## src/include/config_port_regs.vh

```
// Constants for the configuration port and status pin block.
`ifndef CONFIG_PORT_REGS_VH
`define CONFIG_PORT_REGS_VH
// Master-mode extra wait after the init line rises, in nanoseconds.
`define WAIT_MIN_NS      30000
`define WAIT_MAX_NS      300000
`define CLK_PERIOD_NS    4
// Least wait rounds up to whole cycles.
`define WAIT_CYCLES      ((`WAIT_MIN_NS + `CLK_PERIOD_NS - 1) / `CLK_PERIOD_NS)
// Memory clear length in cycles (plain default).
`define CLEAR_CYCLES     64
// Mode encodings of mode_select_pins.
`define MODE_SLAVE_SER   3'h7
`define MODE_MASTER_SER  3'h0
`define MODE_MASTER_PAR  3'h6
`define MODE_PERIPH_ASY  3'h5
`define MODE_DAISY       3'h3
// Status read-back byte: bit 7 status, bits 6..0 high.
`define STATUS_FILL      7'h7f
`define ADDR_WIDTH       18
`define ADDR_EXT_WIDTH   4
`define ADDR_START       22'h000000
// Register bus offsets (interrupt block).
`define REG_STATUS       4'h0
`define REG_CLEAR        4'h1
`define REG_ENABLE       4'h2
`define REG_STATE        4'h3
`define REG_CONTROL      4'h4
// Interrupt status bit positions.
`define IRQ_DONE         0
`define IRQ_ERROR        1
`define IRQ_BYTE         2
`define IRQ_WIDTH        3
`endif

```

## src/logic/wait_timer.v

```verilog
// Down-counting wait timer that raises done after a loaded count.
`timescale 1ns/10ps
module wait_timer #(
   parameter WIDTH = 20
) (
   input  wire             core_clk,   // Core clock.
   input  wire             reset,      // Synchronous active-high reset.
   input  wire             start,      // Loads the count.
   input  wire [WIDTH-1:0] loadValue,  // Number of cycles to wait.
   output reg              done        // High once the count has run out.
);
   reg [WIDTH-1:0] count_q;  // Cycles remaining.
   reg             busy_q;   // Counting in progress.

   // Count down after a start and flag completion.
   always @(posedge core_clk) begin
      if (reset) begin
         count_q <= {WIDTH{1'b0}};
         busy_q  <= 1'b0;
         done    <= 1'b0;
      end else if (start) begin
         count_q <= loadValue;
         busy_q  <= 1'b1;
         done    <= 1'b0;
      end else if (busy_q) begin
         // Terminal count ends the wait.
         if (count_q <= {{(WIDTH-1){1'b0}}, 1'b1}) begin
            busy_q <= 1'b0;
            done   <= 1'b1;
         end else begin
            count_q <= count_q - {{(WIDTH-1){1'b0}}, 1'b1};
         end
      end
   end
endmodule // wait_timer

```

## src/logic/config_port.v

```verilog
// Configuration port, init line, status pins and master address generator.
//
// Design decisions made here: the strobed register port and the register offsets.
`timescale 1ns/10ps
`include "config_port_regs.vh"

//
// Function
// [RULE_01] Low-during-config flag low until user I/O active
// [RULE_02] Init line low during power-up and clearing
// [RULE_03] External low on init line holds wait
// [RULE_04] Master modes wait extra 30 us after init
// [RULE_05] Init line low reports configuration data error
// [RULE_06] Selected only when select_low low, select_high high; daisy mode selects on select_high alone
// [RULE_07] Write strobe latches data byte when selected
// [RULE_08] Read strobe returns status on bit 7
// [RULE_09] Write wins when both strobes low
// [RULE_10] Daisy mode uses select_high as serial enable
// [RULE_11] Master parallel drives 18-bit PROM address
// [RULE_12] Extended variant adds four upper address bits
// [RULE_13] Pins become user I/O after configuration
// [RULE_14] Ready/busy tells host when next byte fits
// [RULE_15] Mode pins sampled after init goes high
// [RULE_16] Data bus driven only during a pure read
module config_port #(
   parameter EXT_VARIANT = 1,      // Nonzero on the extended address variant.
   parameter FRAME_BYTES = 16,     // Bytes that complete configuration.
   parameter BYTE_CYCLES = 4,      // Cycles the device stays busy per byte.
   parameter WAIT_CYCLES = `WAIT_CYCLES  // Master-mode extra wait.
) (
   input  wire        core_clk,           // Core clock, 250 MHz.
   input  wire        reset,              // Synchronous active-high reset.
   input  wire        powerStable,        // Supply has settled.
   input  wire [2:0]  mode_select_pins,   // Configuration mode straps.
   input  wire        initIn,             // Level seen on the init line.
   output reg         initOut,            // Value driven on the init line.
   output reg         initOe,             // Init drive enable (open drain).
   output reg         low_during_config_flag,  // Low while configuring.
   input  wire        select_low,         // Active-low chip select.
   input  wire        select_high,        // Active-high chip select.
   input  wire        write_strobe_n,     // Active-low write strobe.
   input  wire        read_strobe_n,      // Active-low read strobe.
   input  wire [7:0]  dataIn,             // Level on config_data_bus.
   output reg  [7:0]  dataOut,            // Value driven on config_data_bus.
   output reg         dataOe,             // Data bus drive enable.
   input  wire [7:0]  promData,           // Byte from the PROM.
   output reg  [17:0] prom_address,       // PROM address, low bits.
   output reg  [3:0]  prom_address_ext,   // PROM address, upper bits.
   output reg         promAddrOe,         // Address pins driven.
   output reg         ready_busy_out,     // High when a byte may be written.
   output reg         daisyEnableOut,     // Serial enable to next device.
   output reg         userIoActive,       // Pins now belong to user logic.
   output reg  [7:0]  cfgByte,            // Byte handed to the loader.
   output reg         cfgByteValid,       // One-cycle strobe with cfgByte.
   input  wire        cfgDataError,       // Loader found bad data.
   input  wire [3:0]  regAddr,            // Register address.
   input  wire [7:0]  regWdata,           // Register write data.
   input  wire        regWrite,           // Register write strobe.
   input  wire        regRead,            // Register read strobe.
   output reg  [7:0]  regRdata,           // Read data, one cycle later.
   output reg         irq                 // Level interrupt.
);
   // State codes. ST_ERROR and ST_USER hold until the next reset, and
   // that reset is how a fresh configuration attempt begins.
   localparam ST_POWER = 3'h0;  // Waiting for power.
   localparam ST_CLEAR = 3'h1;  // Clearing configuration memory.
   localparam ST_WAIT  = 3'h2;  // Waiting for init line to rise.
   localparam ST_MWAIT = 3'h3;  // Extra master-mode wait.
   localparam ST_LOAD  = 3'h4;  // Loading configuration data.
   localparam ST_ERROR = 3'h5;  // Data error reported.
   localparam ST_USER  = 3'h6;  // Configuration complete.

   reg [2:0]  state_q;      // Sequencer state.
   reg [2:0]  state_d;      // Next state.
   reg [2:0]  mode_q;       // Captured mode straps.
   reg [7:0]  clrCnt_q;     // Memory clear counter.
   reg [15:0] byteCnt_q;    // Bytes loaded so far.
   reg [7:0]  busyCnt_q;    // Remaining busy cycles after a byte.
   reg        wrPrev_q;     // Previous write strobe level, for edges.
   reg        promPhase_q;  // Alternates fetch and address step.
   reg [2:0]  irqStat_q;    // Sticky interrupt status.
   reg [2:0]  irqEn_q;      // Interrupt enables.
   reg        forceErr_q;   // Software-injected error hold.
   reg        timerStart;   // Starts the master wait.
   wire       timerDone;    // Master wait elapsed.
   reg        selected;     // Device is addressed by the host.
   reg        isMaster;     // Strapped mode fetches its own data.
   reg        byteTaken;    // A byte is accepted this cycle.
   reg [7:0]  byteValue;    // The byte accepted this cycle.
   reg [2:0]  irqSet;       // Events in this cycle.

   // Shared test of a mode code against the captured or live straps.
   // One compare keeps every mode code in the header alone.
   function isMode;
      input [2:0] cur;
      input [2:0] code;
      begin
         isMode = (cur == code);
      end
   endfunction

   // Extra wait timer for master modes. It counts core clock cycles,
   // so the span follows the clock; the default meets the least wait
   // at 250 MHz and stays well below the longest one.
   wait_timer #(
      .WIDTH (20)
   ) masterWait (
      .core_clk  (core_clk),
      .reset     (reset),
      .start     (timerStart),
      .loadValue (WAIT_CYCLES[19:0]),
      .done      (timerDone)
   );

   // Selection, write acceptance and mode class decode.
   // In daisy mode an upstream part gates select_high for us.
   always @* begin
      // The straps are captured on the edge that leaves the wait state,
      // so mode_q is still stale there; the pins are judged instead.
      isMaster = isMode(mode_select_pins, `MODE_MASTER_SER) ||
                 isMode(mode_select_pins, `MODE_MASTER_PAR);    // [RULE_15]
      // Daisy mode treats select_high as the serial enable.
      if (isMode(mode_q, `MODE_DAISY))
         selected = select_high;                                // [RULE_10]
      else
         selected = !select_low && select_high;                 // [RULE_06]
      // Only the falling edge of the write strobe counts, so a strobe
      // held low for many cycles still delivers exactly one byte.
      byteTaken = 1'b0;
      byteValue = dataIn;
      if (state_q == ST_LOAD) begin
         // The PROM gets one cycle for the address, one for its byte.
         if (isMode(mode_q, `MODE_MASTER_PAR)) begin
            byteTaken = promPhase_q;
            byteValue = promData;
         end else if (selected && !write_strobe_n && wrPrev_q) begin
            // Falling write edge latches the bus; it wins over a read.
            byteTaken = 1'b1;                                   // [RULE_07]
         end
      end
   end

   // Sequencer next state.
   always @* begin
      state_d    = state_q;
      timerStart = 1'b0;
      case (state_q)
         ST_POWER: if (powerStable) state_d = ST_CLEAR;
         ST_CLEAR: if (clrCnt_q == `CLEAR_CYCLES) state_d = ST_WAIT;
         ST_WAIT: begin
            // An outside low on the init line keeps us here.
            if (initIn) begin                                   // [RULE_03]
               if (isMaster) begin
                  state_d    = ST_MWAIT;
                  timerStart = 1'b1;                            // [RULE_04]
               end else begin
                  state_d = ST_LOAD;
               end
            end
         end
         ST_MWAIT: if (timerDone) state_d = ST_LOAD;            // [RULE_04]
         ST_LOAD: begin
            // An error stops loading at once, even mid-frame.
            if (cfgDataError || forceErr_q)
               state_d = ST_ERROR;
            else if (byteCnt_q == FRAME_BYTES[15:0])
               state_d = ST_USER;
         end
         ST_ERROR: state_d = ST_ERROR;
         ST_USER:  state_d = ST_USER;
         default:  state_d = ST_POWER;
      endcase
   end

   // Sequencer registers, counters and mode capture.
   // The clear counter runs only while the memory is being cleared.
   always @(posedge core_clk) begin
      if (reset) begin
         state_q     <= ST_POWER;
         mode_q      <= `MODE_SLAVE_SER;
         clrCnt_q    <= 8'h00;
         byteCnt_q   <= 16'h0000;
         busyCnt_q   <= 8'h00;
         wrPrev_q    <= 1'b1;
         promPhase_q <= 1'b0;
      end else begin
         state_q  <= state_d;
         // A deselected strobe reads as high, so a select that comes
         // with the strobe already low still counts as a new write.
         wrPrev_q <= write_strobe_n || !selected;
         if (state_q == ST_CLEAR)
            clrCnt_q <= clrCnt_q + 8'h01;
         // Straps are read once, as the init line is seen high.
         if (state_q == ST_WAIT && initIn)
            mode_q <= mode_select_pins;                         // [RULE_15]
         if (byteTaken) begin
            byteCnt_q <= byteCnt_q + 16'h0001;
            // Every accepted byte restarts the busy window.
            busyCnt_q <= BYTE_CYCLES[7:0];                      // [RULE_14]
         end else if (busyCnt_q != 8'h00) begin
            busyCnt_q <= busyCnt_q - 8'h01;
         end
         if (state_q == ST_LOAD)
            promPhase_q <= !promPhase_q;
      end
   end

   // Output pins, all registered. They follow state_d, so each pin
   // moves on the same edge as the sequencer, not a cycle behind.
   always @(posedge core_clk) begin
      if (reset) begin
         initOut                <= 1'b0;
         initOe                 <= 1'b1;
         low_during_config_flag <= 1'b0;
         dataOut                <= 8'h00;
         dataOe                 <= 1'b0;
         // Both address halves start together at the first PROM byte.
         {prom_address_ext, prom_address} <= `ADDR_START;
         promAddrOe             <= 1'b0;
         ready_busy_out         <= 1'b0;
         daisyEnableOut         <= 1'b0;
         userIoActive           <= 1'b0;
         cfgByte                <= 8'h00;
         cfgByteValid           <= 1'b0;
      end else begin
         // Init is driven low through power-up, clearing and errors.
         // The line is open drain: initOe does the work, initOut is low.
         initOe  <= (state_d == ST_POWER) || (state_d == ST_CLEAR) || // [RULE_02]
                    (state_d == ST_ERROR);                      // [RULE_05]
         initOut <= 1'b0;
         low_during_config_flag <= (state_d == ST_USER);        // [RULE_01]
         userIoActive <= (state_d == ST_USER);                  // [RULE_13]
         // Ready drops in the cycle a byte is taken, so a host polling
         // the pin cannot slip a second byte into one busy window.
         ready_busy_out <= (state_d == ST_LOAD) && !byteTaken &&
                           (busyCnt_q <= 8'h01);                // [RULE_14]
         // Only a pure read turns the bus around.
         // A write in the same cycle keeps the bus an input.
         dataOe <= (state_d == ST_LOAD) && selected &&
                   !read_strobe_n && write_strobe_n;            // [RULE_16] [RULE_09]
         dataOut <= {ready_busy_out && busyCnt_q == 8'h00,
                     `STATUS_FILL};                             // [RULE_08]
         // The chain enable passes on only once this part is loaded,
         // so parts further down wait their turn.
         daisyEnableOut <= isMode(mode_q, `MODE_DAISY) &&
                           select_high && (state_d == ST_USER); // [RULE_10]
         cfgByte      <= byteValue;
         cfgByteValid <= byteTaken;
         promAddrOe   <= isMode(mode_q, `MODE_MASTER_PAR) &&
                         (state_d == ST_LOAD);                  // [RULE_11] [RULE_13]
         // Step through the PROM after each fetched byte.
         // Without the extended variant the upper bits stay at zero.
         if (byteTaken && isMode(mode_q, `MODE_MASTER_PAR)) begin
            if (EXT_VARIANT != 0)
               {prom_address_ext, prom_address} <=
                  {prom_address_ext, prom_address} + 22'h000001; // [RULE_12]
            else
               prom_address <= prom_address + 18'h00001;        // [RULE_11]
         end
      end
   end

   // Interrupt events: done, error, byte accepted.
   // Done and error are sequencer edges, so each fires at most once
   // per configuration attempt.
   always @* begin
      irqSet = 3'h0;
      irqSet[`IRQ_DONE]  = (state_d == ST_USER) && (state_q != ST_USER);
      irqSet[`IRQ_ERROR] = (state_d == ST_ERROR) && (state_q != ST_ERROR);
      irqSet[`IRQ_BYTE]  = byteTaken;
   end

   // Register bus, sticky status and interrupt output.
   always @(posedge core_clk) begin
      if (reset) begin
         irqStat_q  <= 3'h0;
         irqEn_q    <= 3'h0;
         forceErr_q <= 1'b0;
         regRdata   <= 8'h00;
         irq        <= 1'b0;
      end else begin
         // A new event wins over a clear in the same cycle.
         // No event can then be lost to a clear that raced it.
         if (regWrite && regAddr == `REG_CLEAR)
            irqStat_q <= (irqStat_q & ~regWdata[2:0]) | irqSet;
         else
            irqStat_q <= irqStat_q | irqSet;
         if (regWrite && regAddr == `REG_ENABLE)
            irqEn_q <= regWdata[2:0];
         if (regWrite && regAddr == `REG_CONTROL)
            forceErr_q <= regWdata[0];
         // This cycle's events are folded in so that irq rises with
         // the status bit rather than one cycle after it.
         irq <= |((irqStat_q | irqSet) & irqEn_q);
         // Read data stand for one cycle only; zero otherwise, so a
         // late sample never looks like a fresh answer.
         regRdata <= 8'h00;
         if (regRead) begin
            case (regAddr)
               `REG_STATUS:  regRdata <= {5'h00, irqStat_q};
               `REG_ENABLE:  regRdata <= {5'h00, irqEn_q};
               `REG_STATE:   regRdata <= {2'h0, mode_q, state_q};
               `REG_CONTROL: regRdata <= {7'h00, forceErr_q};
               default:      regRdata <= 8'h00;
            endcase
         end
      end
   end
endmodule // config_port

```

## config.mk

```make
export PLATFORM = sky130hd
export DESIGN_NAME = config_port
export DESIGN_NICKNAME = d
export VERILOG_FILES = /design/src/logic/wait_timer.v /design/src/logic/config_port.v
export VERILOG_INCLUDE_DIRS = /design/src /design/src/include
export SDC_FILE = /design/constraint.sdc
export NUM_CORES = 1
export LEC_CHECK = 0
export BUFFER_PORTS_ARGS = -buffer_cell sky130_fd_sc_hd__buf_2
export CORE_MARGIN = 10
export CORE_UTILIZATION = 35
export DETAILED_ROUTE_END_ITERATION = 10
export HOLD_SLACK_MARGIN = 0.06
export SETUP_SLACK_MARGIN = 0.15
export SLEW_MARGIN = 20
export SYNTH_ARGS = -nofsm -noshare
export SYNTH_HDL_FRONTEND = slang
export SYNTH_SLANG_ARGS = --single-unit
```

## constraint.sdc

```tcl
create_clock -name core_clk -period 3 [get_ports core_clk]
set_clock_uncertainty 0.05 [all_clocks]
set_input_delay 0.3 -clock core_clk [delete_from_list [all_inputs] [get_ports core_clk]]
set_output_delay 0.3 -clock core_clk [all_outputs]
set_load 0.05 [all_outputs]
```

Word level (Yosys, flattened, before mapping) --
Cells that the tools add are included.
Word-level totals: word-level logic and storage cells 138, flip-flop bits (word level) 123, output and inout bits 56, input port bits 42
Cells by class: equality and inequality tests 22, reduce and logical (&&, ||, !) cells 45, magnitude comparators 2, bitwise gates (word level) 7, $add $sub $neg 5, multiplexer cells 28
Operator list (count):
- $mux 13 | 3
- $mux 3 | 10
- $eq 3x3->1 const B | 8
- $pmux 6 s4 | 1
- $add 22x1->22 const B | 1
- $pmux 3 s7 | 1
- $le 20x1->1 const B | 1
- $sub 20x1->20 const B | 1
- $logic_and 1x1->1 | 19
- $add 16x1->16 const B | 1
- $eq 16x5->1 const B | 1
- $mux 8 | 2
- $mux 1 | 10
- $eq 3x2->1 const B | 3
- $logic_not 3->1 | 3
- $add 8x1->8 const B | 1
- $eq 4x2->1 const B | 2
- $eq 8x7->1 const B | 1
- $le 8x1->1 const B | 1
- $logic_not 8->1 | 1
- $reduce_bool 8->1 | 1
- $sub 8x1->8 const B | 1
- $mux 7 | 1
- $and 3x3->3 | 2
- 15 further kinds | 33

Logic depth before layout (Yosys ltp) --
Gate-level depths: netlist of the first run.
depth after elaboration 11, mapped depth 8, mapped depth without buffers 7

Cells and area by module --
Synthesis of the first run repeated with hierarchy kept, for this count alone.
Unflattened totals: cells, all modules 667, area, all modules 5627.9 sq um
By module, submodules not included:
- config_port | seq. area each 1861.8 sq um, area an instance 4329.2 sq um, instances 1, cells each 516
- wait_timer | seq. area each 440.4 sq um, area an instance 1298.7 sq um, instances 1, cells each 151

Least setup slack after synthesis of the first run --
No wires, ideal clock.
kind register to register, start point register masterWait.count_q[4], end point register masterWait.count_q[19], setup slack 0.773 ns, arrival time 2.118 ns, required time 2.891 ns, stages on the path, launching flop included 8, cells stage by stage dfxtp_1 > or3_1 > buf_6 > or3_4 > buf_6 > or3_1 > or4_1 > nand2_1
Between the ends: cells in the longest elaborated chain, start to end 3, elaborated cells between the ends (all ways) 4
RTL lines:
- start, declared | line wait_timer.v:12 | reg [WIDTH-1:0] count_q;
- start signal, assigned | line wait_timer.v:18 | count_q <= {WIDTH{1'b0}};
- start signal, assigned | line wait_timer.v:22 | count_q <= loadValue;
- start signal, assigned | line wait_timer.v:31 | count_q <= count_q - {{(WIDTH-1){1'b0}}, 1'b1};
- $le 20x1->1 | line wait_timer.v:27 | if (count_q <= {{(WIDTH-1){1'b0}}, 1'b1}) begin
- $not 1->1 (no line)
- $reduce_and 2->1 (no line)
Parallel ways exist; a longest one is shown, timed or not. A chain may end at the register's enable or synchronous reset.

Worst setup path in the final report of the first run --
start point register mode_q[2], end point register byteCnt_q[0]
Between the ends: cells in the longest elaborated chain, start to end 7, elaborated cells between the ends (all ways) 8
RTL lines:
- start, declared | line config_port.v:75 | reg [2:0] mode_q;
- start signal, assigned | line config_port.v:180 | mode_q <= `MODE_SLAVE_SER;
- start signal, assigned | line config_port.v:195 | mode_q <= mode_select_pins;
- $eq 3x2->1 | line config_port.v:98 | isMode = (cur == code);
- $mux 1 | line config_port.v:123 | if (isMode(mode_q, `MODE_DAISY))
- $logic_and 1x1->1 (2 in a row) | line config_port.v:136 | end else if (selected && !write_strobe_n && wrPrev_q) begin
- $mux 1 | line config_port.v:136
- $mux 1 (*) | line config_port.v:133 | if (isMode(mode_q, `MODE_MASTER_PAR)) begin
- $mux 1 (*) | line config_port.v:131 | if (state_q == ST_LOAD) begin
- end signal, assigned | line config_port.v:197 | byteCnt_q <= byteCnt_q + 16'h0001;
- end, declared | line config_port.v:77 | reg [15:0] byteCnt_q;
Every way passes the cells marked *; elsewhere a longest branch is shown, timed or not.

==> results.cfg, run 1 <==
[pwr]
leakagePower_nw = 2.59
p_per_area_mw_per_mm2 = 664
ir_drop_mv = 0.385

[clock_tree]
htree_levels = 4
postCtsSetupBuffers = 0
path_clk_slew_ns = 0.05
clk_path_buf_depth = 2
cts_tree = yes
ctsHoldBuffers = 2
cts_resized = 0
clock_latency_ns = 0.41
cts.sink_count = 115
numCtsBuffers = 17
cts-root-buf = clkbuf_16

[placement]
place_hpwl_um = 10100
place_congestion = 0.832
place_area_mm2 = 0.00590
port_buffers = 89

[layout]
fill_cells = 1459
multi_input_area_mm2 = 0.00277
drive_gt1_share_pct = 20.9
area_growth_pct = 23.0
regArea_mm2 = 0.00230
layout.nets = 756
fin_area_mm2 = 0.00661

[critical_path]
cp_slowest_stage_delay_ns = 0.85
worstSetupPathType = register to register
cp-start-kind = register
endpoint_kind = register
crit_arrival_ns = 2.69
crit_path_cell_trace = and3b_1, o21ai_0, o41a_1, nor2_1, mux2_2
r2r-end = byteCnt_q[0]$_SDFFE_PP0P_
crit_family = compound AO/OA/AOI/OAI gates
reg2reg_from = mode_q[2]$_SDFFE_PP1P_
rrSetupSlack_ns = 0.55
crit_slowest_cell = o41a_1
critPathRequiredTime_ns = 3.25
timing.critical_path.buf_inv = 0
critPathMaxFanout = 30
r2r_cells = 5

[floorplan]
die_y_um = 144
num_rows = 45
start_util_pct = 35.5
die_area_mm2 = 0.0207
core_mm2 = 0.0151
io_pins = 98
die_w_um = 144

[min_path]
hp-start = promData[1]
worstHoldPathCells = 3
hold_end = cfgByte[1]$_SDFF_PP0_
hp-class = input pin to register

[drt]
drc = 0
vias = 4825
first_iter_violations = 240
ant_nets = 0
routedWlPerCell_um = 15.4
drt-total-wl_um = 14000
dr.pass1.iters = 4
vias_per_cell = 5.33

[sta]
period_needed_ns = 2.45
rsz0062_at_grt = false
finalSetupViolations = 0
worst_pin_slew_ns = 1.01
hold_viol = 0
slew_headroom_pct = 32.8
timing.final.max_slew_violations = 0
fmax_ghz = 0.409
tns_ns = 0
finalCritPeriodShare_pct = 81.6

[job]
maxCapViolations = 0

[yosys]
synthArstFlopShare_pct = 0
syn-mean-instance-area_um2 = 8.56
yosys_warnings = 0
ys.flop_type = dfxtp_1
ys_seq_area_share_pct = 42.9
synthCells = 628
synthesis.area_mm2 = 0.00537
synth_seq_cells = 115
ys_types = 60
synth_edf_count = 0

[global_routing]
grt_pass1_wl_um = 23000
antenna_found_initial = 3
grt_usage_pct = 13.7
grt_max_degree = 31
grt_pass1_vias = 4806
overflow = 0

[status]
status = finished, final reports clean
-- worst max path at each step --
stage / cells past startpoint / end / start / slack [ns]
3_5_place_dp: 5 / busyCnt_q[3]$_SDFFE_PP0P_ / mode_q[2]$_SDFFE_PP1P_ / 0.56
2_1_floorplan: 7 / masterWait.count_q[19]$_SDFFE_PP0P_ / masterWait.count_q[4]$_SDFFE_PP0P_ / 0.77
5_1_grt: 5 / busyCnt_q[1]$_SDFFE_PP0P_ / mode_q[2]$_SDFFE_PP1P_ / 0.16
6_report: 5 / byteCnt_q[0]$_SDFFE_PP0P_ / mode_q[2]$_SDFFE_PP1P_ / 0.55
4_1_cts: 5 / busyCnt_q[3]$_SDFFE_PP0P_ / mode_q[2]$_SDFFE_PP1P_ / 0.55
3_3_place_gp: 5 / byteCnt_q[14]$_SDFFE_PP0P_ / mode_q[2]$_SDFFE_PP1P_ / 0.64
-- registers in the layout, summed over array words and instances, names as in the netlist, 4 cells and up --
name	cells
masterWait.count_q	20
prom_address	18
byteCnt_q	16
busyCnt_q	8
cfgByte	8
clrCnt_q	8
regRdata	6
prom_address_ext	4
-- metrics by stage --
stage	setup slack (ns)	hold slack, ns	total power, mW	utilization, %	cells
after floorplan	0.773	0.333	1.94	-	630
after detailed placement	0.564	0.418	2.05	38.9	872
after global routing	0.163	0.0696	4.55	43.6	905
after global placement	0.637	0.408	2.02	38.9	872
final	0.553	0.0743	4.39	43.6	906
after CTS	0.548	0.0623	4.43	43.6	905
-- kinds of logic (layout without fill, tap and decap cells) --
group	count (synthesis)	in the layout	share of synthesized area, %
simple gates	267	267	26.6
other cells	1	4	0.0698
buf+inv	67	154	5.75
mux	14	14	2.82
flops	115	115	42.9
compound gates	121	121	14.2
xor+xnor	34	34	5.54
fa+ha+maj	9	9	2.10
-- layer usage --
layer | track usage [%] | wire [µm] | part of all wire (%)
met1 | 15.1 | 5830 | 42
met2 | 23.4 | 7080 | 51
met3 | 4.85 | 747 | 5.3
met4 | 5.43 | 285 | 2.0
met5 | 0 | 29 | 0.21
-- cells in the mapped netlist (15+ instances only) --
cell | instances | area (µm²)
nor2_1 | 70 | 263
clkbuf_1 | 24 | 90.1
nand2_1 | 53 | 199
a21oi_1 | 46 | 230
or4_1 | 15 | 113
or3_1 | 17 | 106
xnor2_1 | 21 | 184
nand4_1 | 15 | 93.8
o21ai_0 | 24 | 120
nor4_1 | 16 | 100
dfxtp_1 | 115 | 2300
inv_1 | 24 | 90.1
-- power by group --
group	leakage, nW	switching [mW]	internal (mW)
logic	1.33	0.243	0.149
registers	0.931	0.0436	1.58
clock network	0.333	0.694	1.68
-- final cells by class --
class,count,share of cell area [%]
diodes,1,0.0379
flip-flops and latches,115,34.8
clock buffers,21,6.97
repair buffers,98,7.84
well taps,188,3.56
inverters,25,1.42
clock inverters,10,3.45
multi-input cells,448,41.9
-- placed cells by master (no fill, tap or decap), types with 9 or more instances in the layout --
| master | synthesis | routed |
|---|---|---|
| nand4_1 | 15 | 15 |
| o31ai_1 | 14 | 14 |
| clkbuf_16 | 0 | 17 |
| ha_1 | 9 | 9 |
| buf_2 | 4 | 89 |
| nor4_1 | 16 | 16 |
| inv_1 | 24 | 24 |
| a21oi_1 | 46 | 46 |
| nand3_1 | 14 | 14 |
| or4_1 | 15 | 15 |
| nor3_1 | 14 | 14 |
| xor2_1 | 13 | 13 |
| xnor2_1 | 21 | 21 |
| mux2_2 | 9 | 9 |
| nor2_1 | 70 | 70 |
| dfxtp_1 | 115 | 115 |
| o21ai_0 | 24 | 24 |
| nand2_1 | 53 | 53 |
| or3_1 | 17 | 17 |
-- worst min-delay path: stages --
cell	delay (ns)
buf_2	0.09
nand2_1	0.04
a21oi_1	0.05
Power figures use the tool's default switching activity.
==> inputs of run 2 (changes only) <==
clock period = 2.1 ns   (was 3 ns; I/O delays follow)
==> run 2 against run 1 <==
  * The run now ends with negative setup slack left
  * Largest power group unchanged
  * Global-route usage is 0.74 points higher
  * Critical path depth did not move
  * Count of clock-buffer cells in the layout decreased by 4
  * Critical endpoint is now masterWait.count_q[19]$_SDFFE_PP0P_
==> results.cfg, run 2 (synthesized netlist as in run 1, its figures left out) <==
[pwr]
power_mw = 5.94
cell_internal_pwr_mw = 4.42
power_frac_seq_pct = 38.9
p_per_area_mw_per_mm2 = 759
leakagePower_nw = 3.16
power.switching_mw = 1.52
clockPowerShare_pct = 48.8
switching_share_pct = 25.5
ir_drop_mv = 0.567
power_frac_comb_pct = 12.3

[placement]
place_congestion = 0.855
place_hpwl_um = 10200
port_buffers = 89

[critical_path]
critPathRequiredTime_ns = 2.40
rrSetupSlack_ns = -0.02
r2r-end = masterWait.count_q[19]$_SDFFE_PP0P_
r2r_cells = 5
crit_arrival_ns = 2.42
cp-start-kind = register
crit_family = simple AND/OR/NAND/NOR gates
crit_path_cell_trace = or3_4, or3_4, or3_4, or4_1, nand2_1
critPathMaxFanout = 6
cp_common_cell = or3_4
crit_slowest_cell = or3_4
endpoint_kind = register
cp_slowest_stage_delay_ns = 0.43
reg2reg_from = masterWait.count_q[3]$_SDFFE_PP0P_
timing.critical_path.buf_inv = 0
worstSetupPathType = register to register

[layout]
layout.nets = 841
largest_register_ffs = 20
layout_top_registers = masterWait.count_q x20, prom_address x18, byteCnt_q x16
antennaDiodeCount = 0
layout_commonest_cell = dfxtp_1
drive_gt1_share_pct = 35.7
final_cell_mix = 100 x dfxtp_1, 88 x buf_2, 69 x nor2_1
top_register = masterWait.count_q
area_growth_pct = 45.7

[min_path]
hold_end = dataOe$_SDFF_PP0_
worstHoldPathCells = 2
hp-start = read_strobe_n
hp-class = input pin to register

[sta]
hold_slack_ns = 0.0853
finalCritPeriodShare_pct = 101
period_needed_ns = 2.12
finalSetupViolations = 1
slew_headroom_pct = 62.4
fmax_ghz = 0.472
hold_viol = 0
timing.final.max_slew_violations = 0
rsz0062_at_grt = true
setup_ws_ns = -0.0192
worst_pin_slew_ns = 0.564

[drt]
vias = 5206
drc = 0
drt-total-wl_um = 15800
first_iter_violations = 256
routedWlPerCell_um = 16.0
ant_nets = 0
vias_per_cell = 5.25
dr.pass1.iters = 5

[clock_tree]
path_clk_slew_ns = 0.05
htree_levels = 4
clk_path_buf_depth = 2
cts_tree = yes
cts.sink_count = 115
clock_latency_ns = 0.41
cts-root-buf = clkbuf_16
numCtsBuffers = 17

[global_routing]
grt_max_degree = 31
overflow = 0
grt_usage_pct = 14.4
grt_pass1_vias = 5013
grt_pass1_wl_um = 24300
antenna_found_initial = 1

[floorplan]
die_w_um = 144
start_util_pct = 35.5
core_mm2 = 0.0151
die_y_um = 144
num_rows = 45
die_area_mm2 = 0.0207
io_pins = 98

[status]
violations = negative setup slack
status = finished with violations

[job]
maxCapViolations = 0
run 2: changes by cell type in the layout (fill, tap and decap cells not counted), moves of 6 or more:
cell and delta:
buf_4 +51, buf_6 +7, dfxtp_1 -15, dfxtp_2 +14, dlygate4sd3_1 +23, nor4_1 -6
run 2: power by group through the flow:
stage / clock, mW / sequential, mW / combinational [mW]
5_1_grt: 3.06 / 2.32 / 0.814
6_report: 2.90 / 2.31 / 0.731
4_1_cts: 2.96 / 2.31 / 0.629
3_5_place_dp: 0 / 2.35 / 0.575
3_3_place_gp: 0 / 2.35 / 0.558
2_1_floorplan: 0 / 2.38 / 0.400
run 2: routing by layer:
layer / GRT usage, % / share of wire (%)
met2: 22.5 / 46
met5: 0 / 0.044
met3: 6.07 / 8.0
met4: 4.57 / 1.5
met1: 17.6 / 44
run 2: per-stage QoR:
stage / setup WS (ns) / TNS (ns) / instances / util, % / cell area, µm²
after floorplan: -0.113 / -0.320 / 630 / - / 5440
after global placement: 0.0203 / 0 / 908 / 41.1 / 6220
after CTS: 0.00946 / 0 / 974 / 47.6 / 7200
final: -0.0192 / -0.0192 / 991 / 51.7 / 7830
after detailed placement: -0.0167 / -0.0167 / 908 / 41.1 / 6220
after global routing: -0.0334 / -0.0925 / 991 / 51.7 / 7830
run 2: how the worst max path moves through the flow:
stage | startpoint | endpoint | slack (ns) | cells past startpoint
finish | masterWait.count_q[3]$_SDFFE_PP0P_ | masterWait.count_q[19]$_SDFFE_PP0P_ | -0.02 | 5
floorplan | masterWait.count_q[5]$_SDFFE_PP0P_ | masterWait.count_q[19]$_SDFFE_PP0P_ | -0.11 | 7
detailed placement | masterWait.count_q[5]$_SDFFE_PP0P_ | masterWait.count_q[19]$_SDFFE_PP0P_ | -0.02 | 5
global placement | masterWait.count_q[5]$_SDFFE_PP0P_ | masterWait.count_q[19]$_SDFFE_PP0P_ | 0.02 | 5
global route | masterWait.count_q[3]$_SDFFE_PP0P_ | masterWait.count_q[19]$_SDFFE_PP0P_ | -0.03 | 5
CTS | masterWait.count_q[3]$_SDFFE_PP0P_ | masterWait.count_q[19]$_SDFFE_PP0P_ | 0.009 | 5
run 2: repair_timing:
action	4_1_cts	5_1_grt
setup endpoints to repair	33	41
endpoints found under the hold margin	16	0
pin swaps	14	39
hold buffers	25	0
resized for setup	19	90
gates cloned	0	4
buffers inserted	9	13
run 2: area by class of cell:
cell class,instances,area (µm²)
Clock buffer,17,425
Fill cell,1343,7320
Multi-Input combinational cell,448,3280
Timing Repair Buffer,183,1310
Inverter,25,93.8
Tap cell,188,235
Sequential cell,115,2320
Clock inverter,15,166
==> inputs of run 3 (changes only) <==
clock period = 2.4 ns   (was 2.1 ns; I/O delays follow)
==> run 3 against run 2 <==
  * The flow now finishes without violations
  * Fmax shrank 2.8%
  * Routed wire length shrank 8.1%
  * Count of clock-buffer cells in the layout grew 5
  * Final area shrank 12%
  * Register-to-register slack gained 0.24 ns
  * First-iteration DRC count grew 29%
  * Largest power group unchanged
==> results.cfg, run 3 (synthesized netlist as in run 1, its figures left out) <==
[pwr]
power.switching_mw = 1.25
power_frac_comb_pct = 10.3
cell_internal_pwr_mw = 3.89
clockPowerShare_pct = 50.3
p_per_area_mw_per_mm2 = 749
power_frac_seq_pct = 39.4
switching_share_pct = 24.3
ir_drop_mv = 0.515
leakagePower_nw = 2.71

[drt]
first_iter_violations = 331
drc = 0
drt-total-wl_um = 14500
vias = 4957
routedWlPerCell_um = 15.5
dr.pass1.iters = 4
vias_per_cell = 5.28
ant_nets = 0

[global_routing]
overflow = 0
antenna_found_initial = 2
grt_pass1_wl_um = 22900
grt_pass1_vias = 4791
grt_max_degree = 90
grt_usage_pct = 13.7

[sta]
fmax_ghz = 0.459
tns_ns = 0
hold_viol = 0
period_needed_ns = 2.18
timing.final.max_slew_violations = 0
finalCritPeriodShare_pct = 90.8
rsz0062_at_grt = false
finalSetupViolations = 0

[layout]
fill_cells = 1430
top_register = masterWait.count_q
final_cell_mix = 114 x dfxtp_1, 89 x buf_2, 70 x nor2_1
area_growth_pct = 27.6
layout_commonest_cell = dfxtp_1
largest_register_ffs = 20
layout_top_registers = masterWait.count_q x20, prom_address x18, byteCnt_q x16
drive_gt1_share_pct = 22.3
layout.nets = 788
fin_area_mm2 = 0.00686

[status]
status = finished, final reports clean

[critical_path]
crit_slowest_cell = o41a_1
crit_path_cell_trace = and3b_1, o41a_1, buf_4, nor4_2, mux2_2
crit_family = simple AND/OR/NAND/NOR gates
r2r-end = byteCnt_q[14]$_SDFFE_PP0P_
path_depth = 5
cp_slowest_stage_delay_ns = 0.41
endpoint_kind = register
reg2reg_from = mode_q[0]$_SDFFE_PP1P_
critPathMaxFanout = 30
worstSetupPathType = register to register
crit_arrival_ns = 2.43
critPathRequiredTime_ns = 2.65
rrSetupSlack_ns = 0.22
crit_start = mode_q[0]$_SDFFE_PP1P_
endpoint = byteCnt_q[14]$_SDFFE_PP0P_
cp-start-kind = register
r2r_cells = 5
timing.critical_path.buf_inv = 1

[clock_tree]
cts.sink_count = 115
clk_path_buf_depth = 2
cts-root-buf = clkbuf_16
cts_tree = yes
clock_latency_ns = 0.41
numCtsBuffers = 17
htree_levels = 4
path_clk_slew_ns = 0.05

[floorplan]
core_mm2 = 0.0151
start_util_pct = 35.5
die_y_um = 144
die_w_um = 144
die_area_mm2 = 0.0207
num_rows = 45
io_pins = 98

[min_path]
hp-start = mode_select_pins[2]
hp-class = input pin to register

[placement]
place_area_mm2 = 0.00596
place_congestion = 0.834
place_hpwl_um = 9920
port_buffers = 89

[job]
maxCapViolations = 0
[run 3: cell count changes in the layout (fill, tap and decap cells not counted), sizes merged]
cell | previous run | this run
buf | 156 | 107
clkbuf | 19 | 22
clkinv | 8 | 5
clkinvlp | 5 | 2
diode | 0 | 1
dlygate4sd3 | 25 | 23
[run 3: layer usage]
| metal | wire length, µm | global-route usage (%) |
|---|---|---|
| met1 | 6260 | 15.6 |
| met2 | 7310 | 23.4 |
| met3 | 690 | 4.88 |
| met4 | 256 | 4.51 |
| met5 | 13 | 0 |
[run 3: how the worst min path moves through the flow]
stage,end,slack [ns],depth (start not counted)
CTS,mode_q[2]$_SDFFE_PP1P_,0.06,3
finish,mode_q[2]$_SDFFE_PP1P_,0.07,3
floorplan,regRdata[0]$_SDFF_PP0_,0.27,1
detailed placement,regRdata[0]$_SDFF_PP0_,0.40,2
global route,mode_q[2]$_SDFFE_PP1P_,0.09,3
global placement,regRdata[0]$_SDFF_PP0_,0.40,2
[run 3: power by group through the flow]
stage                     clock network [mW]  registers (mW)  logic [mW]
after detailed placement                   0            2.06       0.488
after CTS                               2.62            2.02       0.523
after floorplan                            0            2.08       0.348
after global placement                     0            2.06       0.469
final                                   2.58            2.02       0.527
after global routing                    2.71            2.03       0.578
[run 3: cell type report]
cell class	count	area (µm²)	area share [%]
Antenna cell	1	2.50	0.0365
Clock buffer	22	474	6.91
Clock inverter	9	129	1.88
Inverter	25	93.8	1.37
Multi-Input combinational cell	448	2800	40.8
Sequential cell	115	2300	33.6
Tap cell	188	235	3.43
Timing Repair Buffer	130	823	12.0
[run 3: worst min-delay path, stage by stage]
cell and delay [ns]:
buf_2 0.12, mux2i_1 0.08, nand2_1 0.06
[run 3: stage by stage]
stage	setup slack [ns]	cells	utilization, %	hold slack, ns	total power, mW
2_1_floorplan	0.173	630	-	0.273	2.43
3_3_place_gp	0.217	879	39.4	0.396	2.53
3_5_place_dp	0.166	879	39.4	0.400	2.55
4_1_cts	0.206	933	44.9	0.0602	5.17
5_1_grt	0.124	937	45.3	0.0854	5.32
6_report	0.220	938	45.3	0.0738	5.13
[run 3: what timing repair did]
item                       in CTS  in global routing
setup endpoints to repair       1                 21
pin swaps                       0                  2
resized for setup               1                  7
hold buffers                   23                  0
hold endpoints to repair       14                  0
buffers inserted                0                  4
